[src/vips_pkg.sv]
// Constants and types shared by the ignition power sequencer files
package vips_pkg;
   // Clock rate and the length of one countdown step
   localparam int unsigned CLK_HZ        = 200_000_000;
   localparam int unsigned TICK_PERIOD_S = 1;
   localparam int unsigned TICK_CYCLES   = CLK_HZ * TICK_PERIOD_S;

   // Wait counters count whole seconds
   localparam int unsigned WAIT_W = 15;
   typedef logic [WAIT_W-1:0] vips_wait_t;

   // Wait defaults after reset, in seconds
   localparam vips_wait_t ON_WAIT_DEF     = 15'h0002;
   localparam vips_wait_t NOTICE_WAIT_DEF = 15'h0005;
   localparam vips_wait_t CUTOFF_WAIT_DEF = 15'h003C;
   localparam vips_wait_t LV_WAIT_DEF     = 15'h001E;
   localparam vips_wait_t LV_CUTOFF_DEF   = 15'h003C;

   // Accepted wait ranges, in seconds
   localparam vips_wait_t WAIT_MIN    = 15'h0001;
   localparam vips_wait_t WAIT_MAX    = 15'h4650;
   localparam vips_wait_t LV_WAIT_MAX = 15'h0E10;

   // Supply voltage code, in units of 10 mV
   localparam int unsigned VOLT_W = 12;
   typedef logic [VOLT_W-1:0] vips_volt_t;

   // Undervoltage thresholds, defaults and ranges per supply mode
   localparam vips_volt_t THR12_DEF = 12'h0476;
   localparam vips_volt_t THR12_MIN = 12'h03F1;
   localparam vips_volt_t THR12_MAX = 12'h04C9;
   localparam vips_volt_t THR24_DEF = 12'h08C4;
   localparam vips_volt_t THR24_MIN = 12'h083F;
   localparam vips_volt_t THR24_MAX = 12'h0918;

   // Sequencer states, Gray coded along the usual path
   typedef enum logic [2:0] {
      VIPS_OFF       = 3'h0,
      VIPS_ON_WAIT   = 3'h1,
      VIPS_ON        = 3'h3,
      VIPS_NOTICE    = 3'h2,
      VIPS_CUTOFF    = 3'h6,
      VIPS_LV_NOTICE = 3'h7,
      VIPS_LV_CUTOFF = 3'h5
   } vips_state_t;
endpackage : vips_pkg

[src/vips_sec_tick.sv]
// One-second tick prescaler with restart
`timescale 1ns/10ps
module vips_sec_tick
#(
   parameter int unsigned CYCLES = 200_000_000
)
(
   input  wire logic ref_clk_in,
   input  wire logic sys_rst_in,
   input  wire logic ce_in,
   input  wire logic restart_in,
   output logic      tick_out
);
   localparam int unsigned W = (CYCLES > 1) ? $clog2(CYCLES) : 1;
   localparam logic [W-1:0] LAST = W'(CYCLES - 1);

   logic [W-1:0] div_q;

   // Divider restarts so each countdown step is a full second
   always_ff @(posedge ref_clk_in)
   begin
      if (sys_rst_in || restart_in)
      begin
         div_q <= '0;
      end
      else if (ce_in)
      begin
         div_q <= (div_q == LAST) ? '0 : div_q + W'(1);
      end
   end

   // Tick marks the last cycle of each second; it does not look at the restart,
   // because the restart is itself decoded from the tick in the sequencer and
   // gating it here would close a combinational loop. A load overrides the step.
   assign tick_out = ce_in && (div_q == LAST);
endmodule : vips_sec_tick

[src/vips_sequencer.sv]
// Ignition and undervoltage power sequencer for the host computer
`timescale 1ns/10ps
module vips_sequencer
   import vips_pkg::*;
#(
   parameter int unsigned TICK_CYCLES_P = vips_pkg::TICK_CYCLES
)
(
   input  wire logic                 ref_clk_in,
   input  wire logic                 sys_rst_in,
   input  wire logic                 ce_in,
   input  wire logic                 ignition_in,
   input  wire vips_pkg::vips_volt_t supply_volt_in,
   input  wire logic                 mode_24v_in,
   input  wire logic                 cfg_load_in,
   input  wire vips_pkg::vips_wait_t on_wait_in,
   input  wire vips_pkg::vips_wait_t notice_wait_in,
   input  wire vips_pkg::vips_wait_t cutoff_wait_in,
   input  wire vips_pkg::vips_wait_t lv_wait_in,
   input  wire vips_pkg::vips_wait_t lv_cutoff_wait_in,
   input  wire vips_pkg::vips_volt_t thr12_in,
   input  wire vips_pkg::vips_volt_t thr24_in,
   output logic                      sys_power_out,
   output logic                      pwr_button_out,
   output vips_pkg::vips_state_t     state_out,
   output vips_pkg::vips_wait_t      remain_out
);
   import vips_pkg::*;

   // Limit a value to an accepted range
   function automatic logic [WAIT_W-1:0] clamp_w(input logic [WAIT_W-1:0] v,
                                                 input logic [WAIT_W-1:0] hi);
      clamp_w = (v < WAIT_MIN) ? WAIT_MIN : ((v > hi) ? hi : v);
   endfunction : clamp_w

   function automatic logic [VOLT_W-1:0] clamp_v(input logic [VOLT_W-1:0] v,
                                                 input logic [VOLT_W-1:0] lo,
                                                 input logic [VOLT_W-1:0] hi);
      clamp_v = (v < lo) ? lo : ((v > hi) ? hi : v);
   endfunction : clamp_v

   logic        ign_m_q;
   logic        ign_s_q;
   logic        arm_q;
   vips_wait_t  on_w_q;
   vips_wait_t  notice_w_q;
   vips_wait_t  cutoff_w_q;
   vips_wait_t  lv_w_q;
   vips_wait_t  lv_cut_w_q;
   vips_volt_t  thr12_q;
   vips_volt_t  thr24_q;
   vips_state_t st_q;
   vips_state_t st_d;
   vips_wait_t  cnt_q;
   vips_wait_t  cnt_d;
   logic        power_q;
   logic        button_q;
   logic        button_d;
   logic        restart;
   logic        tick;
   logic        expire;
   logic        below;

   // Ignition pin synchroniser
   always_ff @(posedge ref_clk_in)
   begin
      if (sys_rst_in)
      begin
         ign_m_q <= 1'b0;
         ign_s_q <= 1'b0;
      end
      else if (ce_in)
      begin
         ign_m_q <= ignition_in;
         ign_s_q <= ign_m_q;
      end
   end

   // Captured settings, clamped into their accepted ranges
   always_ff @(posedge ref_clk_in)
   begin
      if (sys_rst_in)
      begin
         on_w_q     <= ON_WAIT_DEF;
         notice_w_q <= NOTICE_WAIT_DEF;
         cutoff_w_q <= CUTOFF_WAIT_DEF;
         lv_w_q     <= LV_WAIT_DEF;
         lv_cut_w_q <= LV_CUTOFF_DEF;
         thr12_q    <= THR12_DEF;
         thr24_q    <= THR24_DEF;
      end
      else if (ce_in && cfg_load_in)
      begin
         on_w_q     <= clamp_w(on_wait_in, WAIT_MAX);
         notice_w_q <= clamp_w(notice_wait_in, WAIT_MAX);
         cutoff_w_q <= clamp_w(cutoff_wait_in, WAIT_MAX);
         lv_w_q     <= clamp_w(lv_wait_in, LV_WAIT_MAX);
         lv_cut_w_q <= clamp_w(lv_cutoff_wait_in, LV_WAIT_MAX);
         thr12_q    <= clamp_v(thr12_in, THR12_MIN, THR12_MAX);
         thr24_q    <= clamp_v(thr24_in, THR24_MIN, THR24_MAX);
      end
   end

   // Supply compare against the threshold of the selected mode
   assign below  = supply_volt_in < (mode_24v_in ? thr24_q : thr12_q);

   // Second tick; restarted whenever a countdown is loaded, except the notice-wait reload on return to VIPS_ON
   vips_sec_tick #(
      .CYCLES     (TICK_CYCLES_P)
   ) u_tick (
      .ref_clk_in (ref_clk_in),
      .sys_rst_in (sys_rst_in),
      .ce_in      (ce_in),
      .restart_in (restart),
      .tick_out   (tick)
   );

   assign expire = tick && (cnt_q <= WAIT_MIN);

   // Next state, countdown load and button event
   always_comb
   begin
      st_d     = st_q;
      cnt_d    = cnt_q;
      button_d = 1'b0;
      restart  = 1'b0;
      if (tick && !expire)
      begin
         cnt_d = cnt_q - WAIT_MIN;
      end
      unique case (st_q)
         VIPS_OFF:
         begin
            if (ign_s_q && arm_q)
            begin
               st_d    = VIPS_ON_WAIT;
               cnt_d   = on_w_q;
               restart = 1'b1;
            end
         end
         VIPS_ON_WAIT:
         begin
            if (!ign_s_q)
            begin
               st_d = VIPS_OFF;
            end
            else if (expire)
            begin
               st_d = VIPS_ON;
            end
         end
         VIPS_ON:
         begin
            if (!ign_s_q)
            begin
               st_d    = VIPS_NOTICE;
               cnt_d   = notice_w_q;
               restart = 1'b1;
            end
            else if (below)
            begin
               st_d    = VIPS_LV_NOTICE;
               cnt_d   = lv_w_q;
               restart = 1'b1;
            end
         end
         VIPS_NOTICE:
         begin
            if (ign_s_q)
            begin
               st_d  = VIPS_ON;
               cnt_d = notice_w_q;
            end
            else if (expire)
            begin
               st_d     = VIPS_CUTOFF;
               cnt_d    = cutoff_w_q;
               button_d = 1'b1;
               restart  = 1'b1;
            end
         end
         VIPS_CUTOFF:
         begin
            if (expire)
            begin
               st_d = VIPS_OFF;
            end
         end
         VIPS_LV_NOTICE:
         begin
            if (!below)
            begin
               st_d = VIPS_ON;
            end
            else if (expire)
            begin
               st_d     = VIPS_LV_CUTOFF;
               cnt_d    = lv_cut_w_q;
               button_d = 1'b1;
               restart  = 1'b1;
            end
         end
         VIPS_LV_CUTOFF:
         begin
            if (expire)
            begin
               st_d = VIPS_OFF;
            end
         end
         default:
         begin
            st_d = VIPS_OFF;
         end
      endcase
      if (!ce_in)
      begin
         st_d     = st_q;
         cnt_d    = cnt_q;
         button_d = 1'b0;
         restart  = 1'b0;
      end
   end

   // Sequencer state, countdown and button pulse
   always_ff @(posedge ref_clk_in)
   begin
      if (sys_rst_in)
      begin
         st_q     <= VIPS_OFF;
         cnt_q    <= '0;
         button_q <= 1'b0;
      end
      else
      begin
         st_q     <= st_d;
         cnt_q    <= cnt_d;
         button_q <= button_d;
      end
   end

   // Power switch follows the powered states
   always_ff @(posedge ref_clk_in)
   begin
      if (sys_rst_in)
      begin
         power_q <= 1'b0;
      end
      else
      begin
         power_q <= (st_d != VIPS_OFF) && (st_d != VIPS_ON_WAIT);
      end
   end

   // After a cutoff the ignition must drop before a new power-up
   always_ff @(posedge ref_clk_in)
   begin
      if (sys_rst_in)
      begin
         arm_q <= 1'b1;
      end
      else if (ce_in)
      begin
         if (!ign_s_q)
         begin
            arm_q <= 1'b1;
         end
         else if (st_q != VIPS_OFF && st_d == VIPS_OFF)
         begin
            arm_q <= 1'b0;
         end
      end
   end

   assign sys_power_out  = power_q;
   assign pwr_button_out = button_q;
   assign state_out      = st_q;
   assign remain_out     = cnt_q;
endmodule : vips_sequencer
[config.mk]
export PLATFORM = sky130hd
export DESIGN_NAME = vips_sequencer
export DESIGN_NICKNAME = d
export VERILOG_FILES = /design/src/vips_pkg.sv /design/src/vips_sec_tick.sv /design/src/vips_sequencer.sv
export SDC_FILE = /design/constraint.sdc
export NUM_CORES = 1
export LEC_CHECK = 0
export BUFFER_PORTS_ARGS = -buffer_cell sky130_fd_sc_hd__clkbuf_2
export CORE_MARGIN = 2
export CORE_UTILIZATION = 25
export CTS_CLUSTER_SIZE = 10
export DETAILED_ROUTE_END_ITERATION = 8
export PLACE_DENSITY = 0.43
export SLEW_MARGIN = 5
export SYNTH_ARGS = -nofsm -noshare
export SYNTH_HDL_FRONTEND = slang
export SYNTH_SLANG_ARGS = --single-unit
[constraint.sdc]
create_clock -name ref_clk_in -period 3.62 [get_ports ref_clk_in]
set_clock_uncertainty 0.05 [all_clocks]
set_input_delay 0.181 -clock ref_clk_in [delete_from_list [all_inputs] [get_ports ref_clk_in]]
set_output_delay 0.181 -clock ref_clk_in [all_outputs]
set_load 0.005 [all_outputs]
# Word level (Yosys, flattened, before mapping)
# Index checks and enable logic that the tools add are counted.
[totals]
reg_bits = 150
latchBits = 0
ram_bits = 0
rom_bits = 0
input_bits = 117
output_inout_bits = 20
wordCells = 107
n_memories = 0
[classes]
add_sub_neg = 2
n_mul = 0
div_mod_pow = 0
magnitude_cmp = 16
n_eq_ne = 9
shifts = 0
muxes = 48
bitwise = 1
n_reduce_logical = 16
[op_table]
columns = ["cell", "count"]
rows = [
  ["$mux 15", 18],
  ["$lt 15x1->1 const B", 5],
  ["$mux 12", 5],
  ["$pmux 15 s4", 1],
  ["$gt 15x15->1 const B", 3],
  ["$mux 3", 11],
  ["$gt 15x12->1 const B", 2],
  ["$add 28x1->28 const B", 1],
  ["$eq 28x28->1 const B", 1],
  ["$mux 28", 1],
  ["$pmux 3 s6", 1],
  ["$le 15x1->1 const B", 1],
  ["$sub 15x1->15 const B", 1],
  ["$gt 12x11->1 const B", 1],
  ["$gt 12x12->1 const B", 1],
  ["$lt 12x10->1 const B", 1],
  ["$lt 12x12->1", 1],
  ["$lt 12x12->1 const B", 1],
  ["$eq 3x3->1 const B", 3],
  ["$mux 1", 9],
  ["$logic_and 1x1->1", 7],
  ["$eq 3x2->1 const B", 2],
  ["$logic_not 3->1", 2],
  ["$reduce_bool 3->1", 2],
  ["10 further kinds", 11],
]

# Logic depth before layout (Yosys ltp)
[depth]
ltp_word = 11
mapped_depth = 14
ltp_nobuf = 10

# Modules after synthesis
# A second synthesis with hierarchy kept.
[hier_totals]
hier_cells = 973
area_unflattened_um2 = 8045.2
[modules_own_cells]
columns = ["mod", "instances", "cells_per_inst", "area_per_inst_um2", "seq_area_each_um2"]
rows = [
  ["vips_sequencer", 1, 819, 6705.2, 2442.3],
  ["vips_sec_tick", 1, 154, 1340.0, 560.5],
]

# Least setup slack after synthesis
# No wires, ideal clock.
[synth_path]
path_kind = "in2reg"
start = "input port mode_24v_in"
end = "register cnt_q[14] (netlist: remain_out[14])"
setup_time_ns = 0.153
arrival_ns = 2.950
required_ns = 3.417
path_slack_ns = 0.468
path_stages = 13
n_path_buf = 3
path_cell_list = "buf_1 -> mux2i_1 -> ha_1 -> nor4_1 -> a22oi_1 -> a221o_1 -> or2_1 -> clkbuf_1 -> clkbuf_1 -> a221oi_1 -> nor2_1 -> a2111oi_0 -> a2111oi_0"
[synth_between]
elab_chain_len = 5
elab_cells_between_ends = 6
classes_between = "order compare: 1; mux: 5"
[synth_rtl]
columns = ["element", "line", "source"]
rows = [
  ["from (decl)", "vips_sequencer.sv:14", "input wire logic mode_24v_in,"],
  ["$mux 12 (*)", "vips_sequencer.sv:105", "assign below = supply_volt_in < (mode_24v_in ? thr24_q : thr12_q);"],
  ["$lt 12x12->1 (*)", "vips_sequencer.sv:105", ""],
  ["$mux 15", "vips_sequencer.sv:160", "else if (below)"],
  ["$mux 15", "vips_sequencer.sv:154", "if (!ign_s_q)"],
  ["$pmux 15 s4 (*)", "vips_sequencer.sv:131", "unique case (st_q)"],
  ["to (signal assigned)", "vips_sequencer.sv:236", "cnt_q <= cnt_d;"],
  ["to (decl)", "vips_sequencer.sv:54", "vips_wait_t cnt_q;"],
]
# Every way passes the cells marked *; elsewhere a longest branch is shown, timed or not.
# A chain may end at the register's enable or synchronous reset.

# Worst setup path in the final report
[layout_path]
start = "register thr12_q[2]"
end = "register cnt_q[13] (netlist: remain_out[13])"
[layout_between]
elab_chain_len = 5
elab_cells_between_ends = 6
classes_between = "order compare: 1; mux: 5"
[layout_rtl]
columns = ["element", "line", "source"]
rows = [
  ["from (decl)", "vips_sequencer.sv:50", "vips_volt_t thr12_q;"],
  ["from (signal assigned)", "vips_sequencer.sv:99", "thr12_q <= clamp_v(thr12_in, THR12_MIN, THR12_MAX);"],
  ["$mux 12 (*)", "vips_sequencer.sv:105", ""],
  ["$lt 12x12->1 (*)", "vips_sequencer.sv:105", ""],
  ["$mux 15", "vips_sequencer.sv:160", ""],
  ["$mux 15", "vips_sequencer.sv:154", ""],
  ["$pmux 15 s4 (*)", "vips_sequencer.sv:131", ""],
]
# Marks and branches as above.

==> impl_metrics.env <==
export IMPL_synth_area_top_cells="dfxtp_1, nor2_1, a221o_1, a21oi_1, nand2_1"
export IMPL_drt_initial_drc_count=529
export IMPL_routedWlPerCell_um=18.0
export IMPL_path_clk_slew_ps=70
export IMPL_min_period_over_period=0.859
export IMPL_synth_area_leader_cell="dfxtp_1"
export IMPL_port_buffer_count=136
export IMPL_hp_class="in -> reg"
export IMPL_p_comb_frac=0.135
export IMPL_via_count=7700
export IMPL_synth_top_flop_cell="dfxtp_1"
export IMPL_power_frac_clock=0.439
export IMPL_cts_setup_buffers=0
export IMPL_rsz0062_at_grt="no"
export IMPL_drt_first_pass_iters=5
export IMPL_antenna_cells=0
export IMPL_switching_share=0.281
export IMPL_power_mw=4.18
export IMPL_cp_required_ps=3900
export IMPL_ys_seq_elements=150
export IMPL_startpoint_type="flip-flop"
export IMPL_crit_type="reg -> reg"
export IMPL_area_growth_pct=29.4
export IMPL_initial_core_util=0.254
export IMPL_cts_resized=0
export IMPL_drc=0
export IMPL_grt_pass1_vias=7484
export IMPL_die_h_um=180
export IMPL_outcome="completed"
export IMPL_p_switching_mw=1.17
export IMPL_cts_tree="built"
export IMPL_core_area_um2=30600
export IMPL_grt_pass1_wl_um=43100
export IMPL_hold_viol_final=0
export IMPL_routed_wirelength_um=27300
export IMPL_fin_nets=1239
export IMPL_avgSynthCellArea_um2=8.32
export IMPL_netlist_area_um2=7760
export IMPL_cts_buffer_depth=2
export IMPL_ff_latch_area_um2=3000
export IMPL_finalSetupTns_ps=0
export IMPL_setup_viol=0
export IMPL_sequentialPowerShare=0.426
export IMPL_track_usage=0.169
export IMPL_cts_root_buf="clkbuf_16"
export IMPL_ys_seq_area_frac=0.387
export IMPL_grt_max_degree=57
export IMPL_hold_start="lv_cutoff_wait_in[0]"
export IMPL_nFillCells=3279
export IMPL_synth_warnings=0
export IMPL_ant_nets=0
export IMPL_die_w_um=180
export IMPL_num_rows=64
export IMPL_clock_latency_ps=430
export IMPL_synth_cell_type_count=73
export IMPL_cts_buffers_inserted=17
export IMPL_ir_drop_mv=0.314
export IMPL_max_freq_mhz=322
export IMPL_io_pin_count=137
export IMPL_routed_via_density=5.08
export IMPL_ys_async_sr_fraction=0
export IMPL_worstPathArrival_ps=3390
export IMPL_place_congestion=0.842
export IMPL_synth_edf_count=0
export IMPL_tightest_slew_ps=1120
export IMPL_cp_max_fo=9
export IMPL_syn_instance_count=933
export IMPL_r2r_start="thr12_q[2]$_SDFFE_PP1P_"
export IMPL_cts_sinks=150
export IMPL_drv_slew=0
export IMPL_synth_nets=1064
export IMPL_multi_input_area_um2=4510
export IMPL_htreeDepth=4
export IMPL_max_slew_margin_rel=0.253
export IMPL_antenna_found_initial=1
export IMPL_power_internal_mw=3.00
export IMPL_cap_violations=0
export IMPL_die_area_um2=32500
export IMPL_final_layout_size_suffix_gt1_frac=0.187
export IMPL_dp_hpwl_um=20500
export IMPL_cp_end_kind="flip-flop"
export IMPL_pwr_density_cell_nw_per_um2=416
export IMPL_p_leak_nw=3.89
export IMPL_ctsHoldBuffers=56
export IMPL_gr_total_overflow=0
export IMPL_min_period_ps=3110
export IMPL_crit_start="thr12_q[2]$_SDFFE_PP1P_"
export IMPL_synth_top_area_frac=0.387
==> cells by family after synthesis <==
logic type,Yosys count,share of synthesized area
AO/OA/AOI/OAI,260,0.242
XOR/XNOR,38,0.0429
adder cells (fa/ha/maj),14,0.0226
buffers and inverters,65,0.0327
flip-flops,150,0.387
multiplexers,19,0.0248
AND/OR/NAND/NOR,387,0.248
==> metal layers <==
layer	part of all wire	global-route usage	up-vias
met1	0.47	0.231	3634
li1	-	-	3835
met3	0.047	0.0325	21
met5	0	0	-
met4	0.013	0.0435	0
met2	0.47	0.273	210
==> cells in the final DEF (no fill, tap or decap), types with 6 or more instances in the layout <==
master         instances
ha_1                  14
and2_1                15
xor2_1                25
nor4_1                 9
or3_1                  7
a21oi_1               68
clkbuf_2             135
clkbuf_16             17
or4_1                  9
buf_4                 14
a22oi_1               28
nand2_1               84
o21ai_0               35
nor3_1                43
nand4_1               13
dlygate4sd3_1         56
and3_1                11
a221oi_1               9
nand3_1               22
inv_1                 13
xnor2_1               13
o31ai_1                6
a211oi_1              12
mux2i_1               17
nor2b_1                8
nor2_1               132
dfxtp_1              150
and4_1                 6
a221o_1               38
==> worst max-delay path, stage by stage (launching register included) <==
cell and delay [ps]:
dfxtp_1 350, mux2i_1 90, ha_1 210, nor4_1 270, a22oi_1 130, a221o_1 380, or2_1 390, a221o_1 510
a2111oi_2 380, o22ai_1 110, o211a_1 140
==> through the flow <==
step / util / hold slack (ps) / instances / worst slack [ps] / cell area [um2]
after floorplan: - / 254 / 933 / 468 / 7760
after global placement: 0.290 / 371 / 1429 / 289 / 8880
after detailed placement: 0.290 / 370 / 1429 / 248 / 8880
after CTS: 0.328 / 5.38 / 1517 / 490 / 10000
after global routing: 0.328 / 13.2 / 1517 / 243 / 10000
final: 0.328 / 25.9 / 1517 / 510 / 10000
==> power by group through the flow <==
stage                     combinational [mW]  sequential, mW  clock [mW]
after floorplan                        0.316            1.79           0
after global placement                 0.517            1.82           0
after detailed placement               0.517            1.82           0
after CTS                              0.566            1.78        1.87
after global routing                   0.630            1.79        1.95
final                                  0.563            1.78        1.83
==> synth_stat cells (4+ instances only) <==
cell type,count
a21oi_1,68
nand2_1,85
o31ai_1,6
and4_1,6
nand2b_1,5
a21o_1,5
nor2_1,132
o21ai_0,35
dfxtp_1,150
and2_1,15
mux2i_1,17
xnor2_1,13
nor4_1,9
o221a_2,5
inv_1,13
nor2b_1,8
a221oi_1,9
nand3_1,22
a41oi_1,4
a22oi_1,28
nor3_1,43
clkbuf_1,38
or2_2,4
buf_2,8
or3_1,7
and3_1,11
nand3b_1,4
buf_1,5
ha_1,14
xor2_1,25
a221o_1,38
nand4_1,13
o22ai_1,5
a211oi_1,12
or4_1,9
==> layout make-up <==
cell class	count	area share
inverter	14	0.00523
sequential	150	0.299
timing repair buffer	207	0.138
clock inverter	14	0.0169
tap	396	0.0494
clock buffer	18	0.0427
multi-input combinational	718	0.449
==> state kept, by name, summed over array words and instances, names as in the netlist <==
register        flops
arm_q               1
cutoff_w_q         15
ign_m_q             1
ign_s_q             1
lv_cut_w_q         15
lv_w_q             15
notice_w_q         15
on_w_q             15
pwr_button_out      1
remain_out         15
state_out           3
sys_power_out       1
thr12_q            12
thr24_q            12
u_tick.div_q       28
==> path summary, 6_finish.rpt <==
kind | to | slack [ps] | depth (start not counted)
worst max-delay path | remain_out[13]$_SDFFE_PP0P_ | 510 | 10
worst min-delay path | lv_cut_w_q[0]$_SDFFE_PP0P_ | 30 | 3
worst max register to register | remain_out[13]$_SDFFE_PP0P_ | 510 | 10
worst min register to register | thr24_q[11]$_SDFFE_PP1P_ | 400 | 1
No activity file was read; power rests on OpenSTA's default activity.
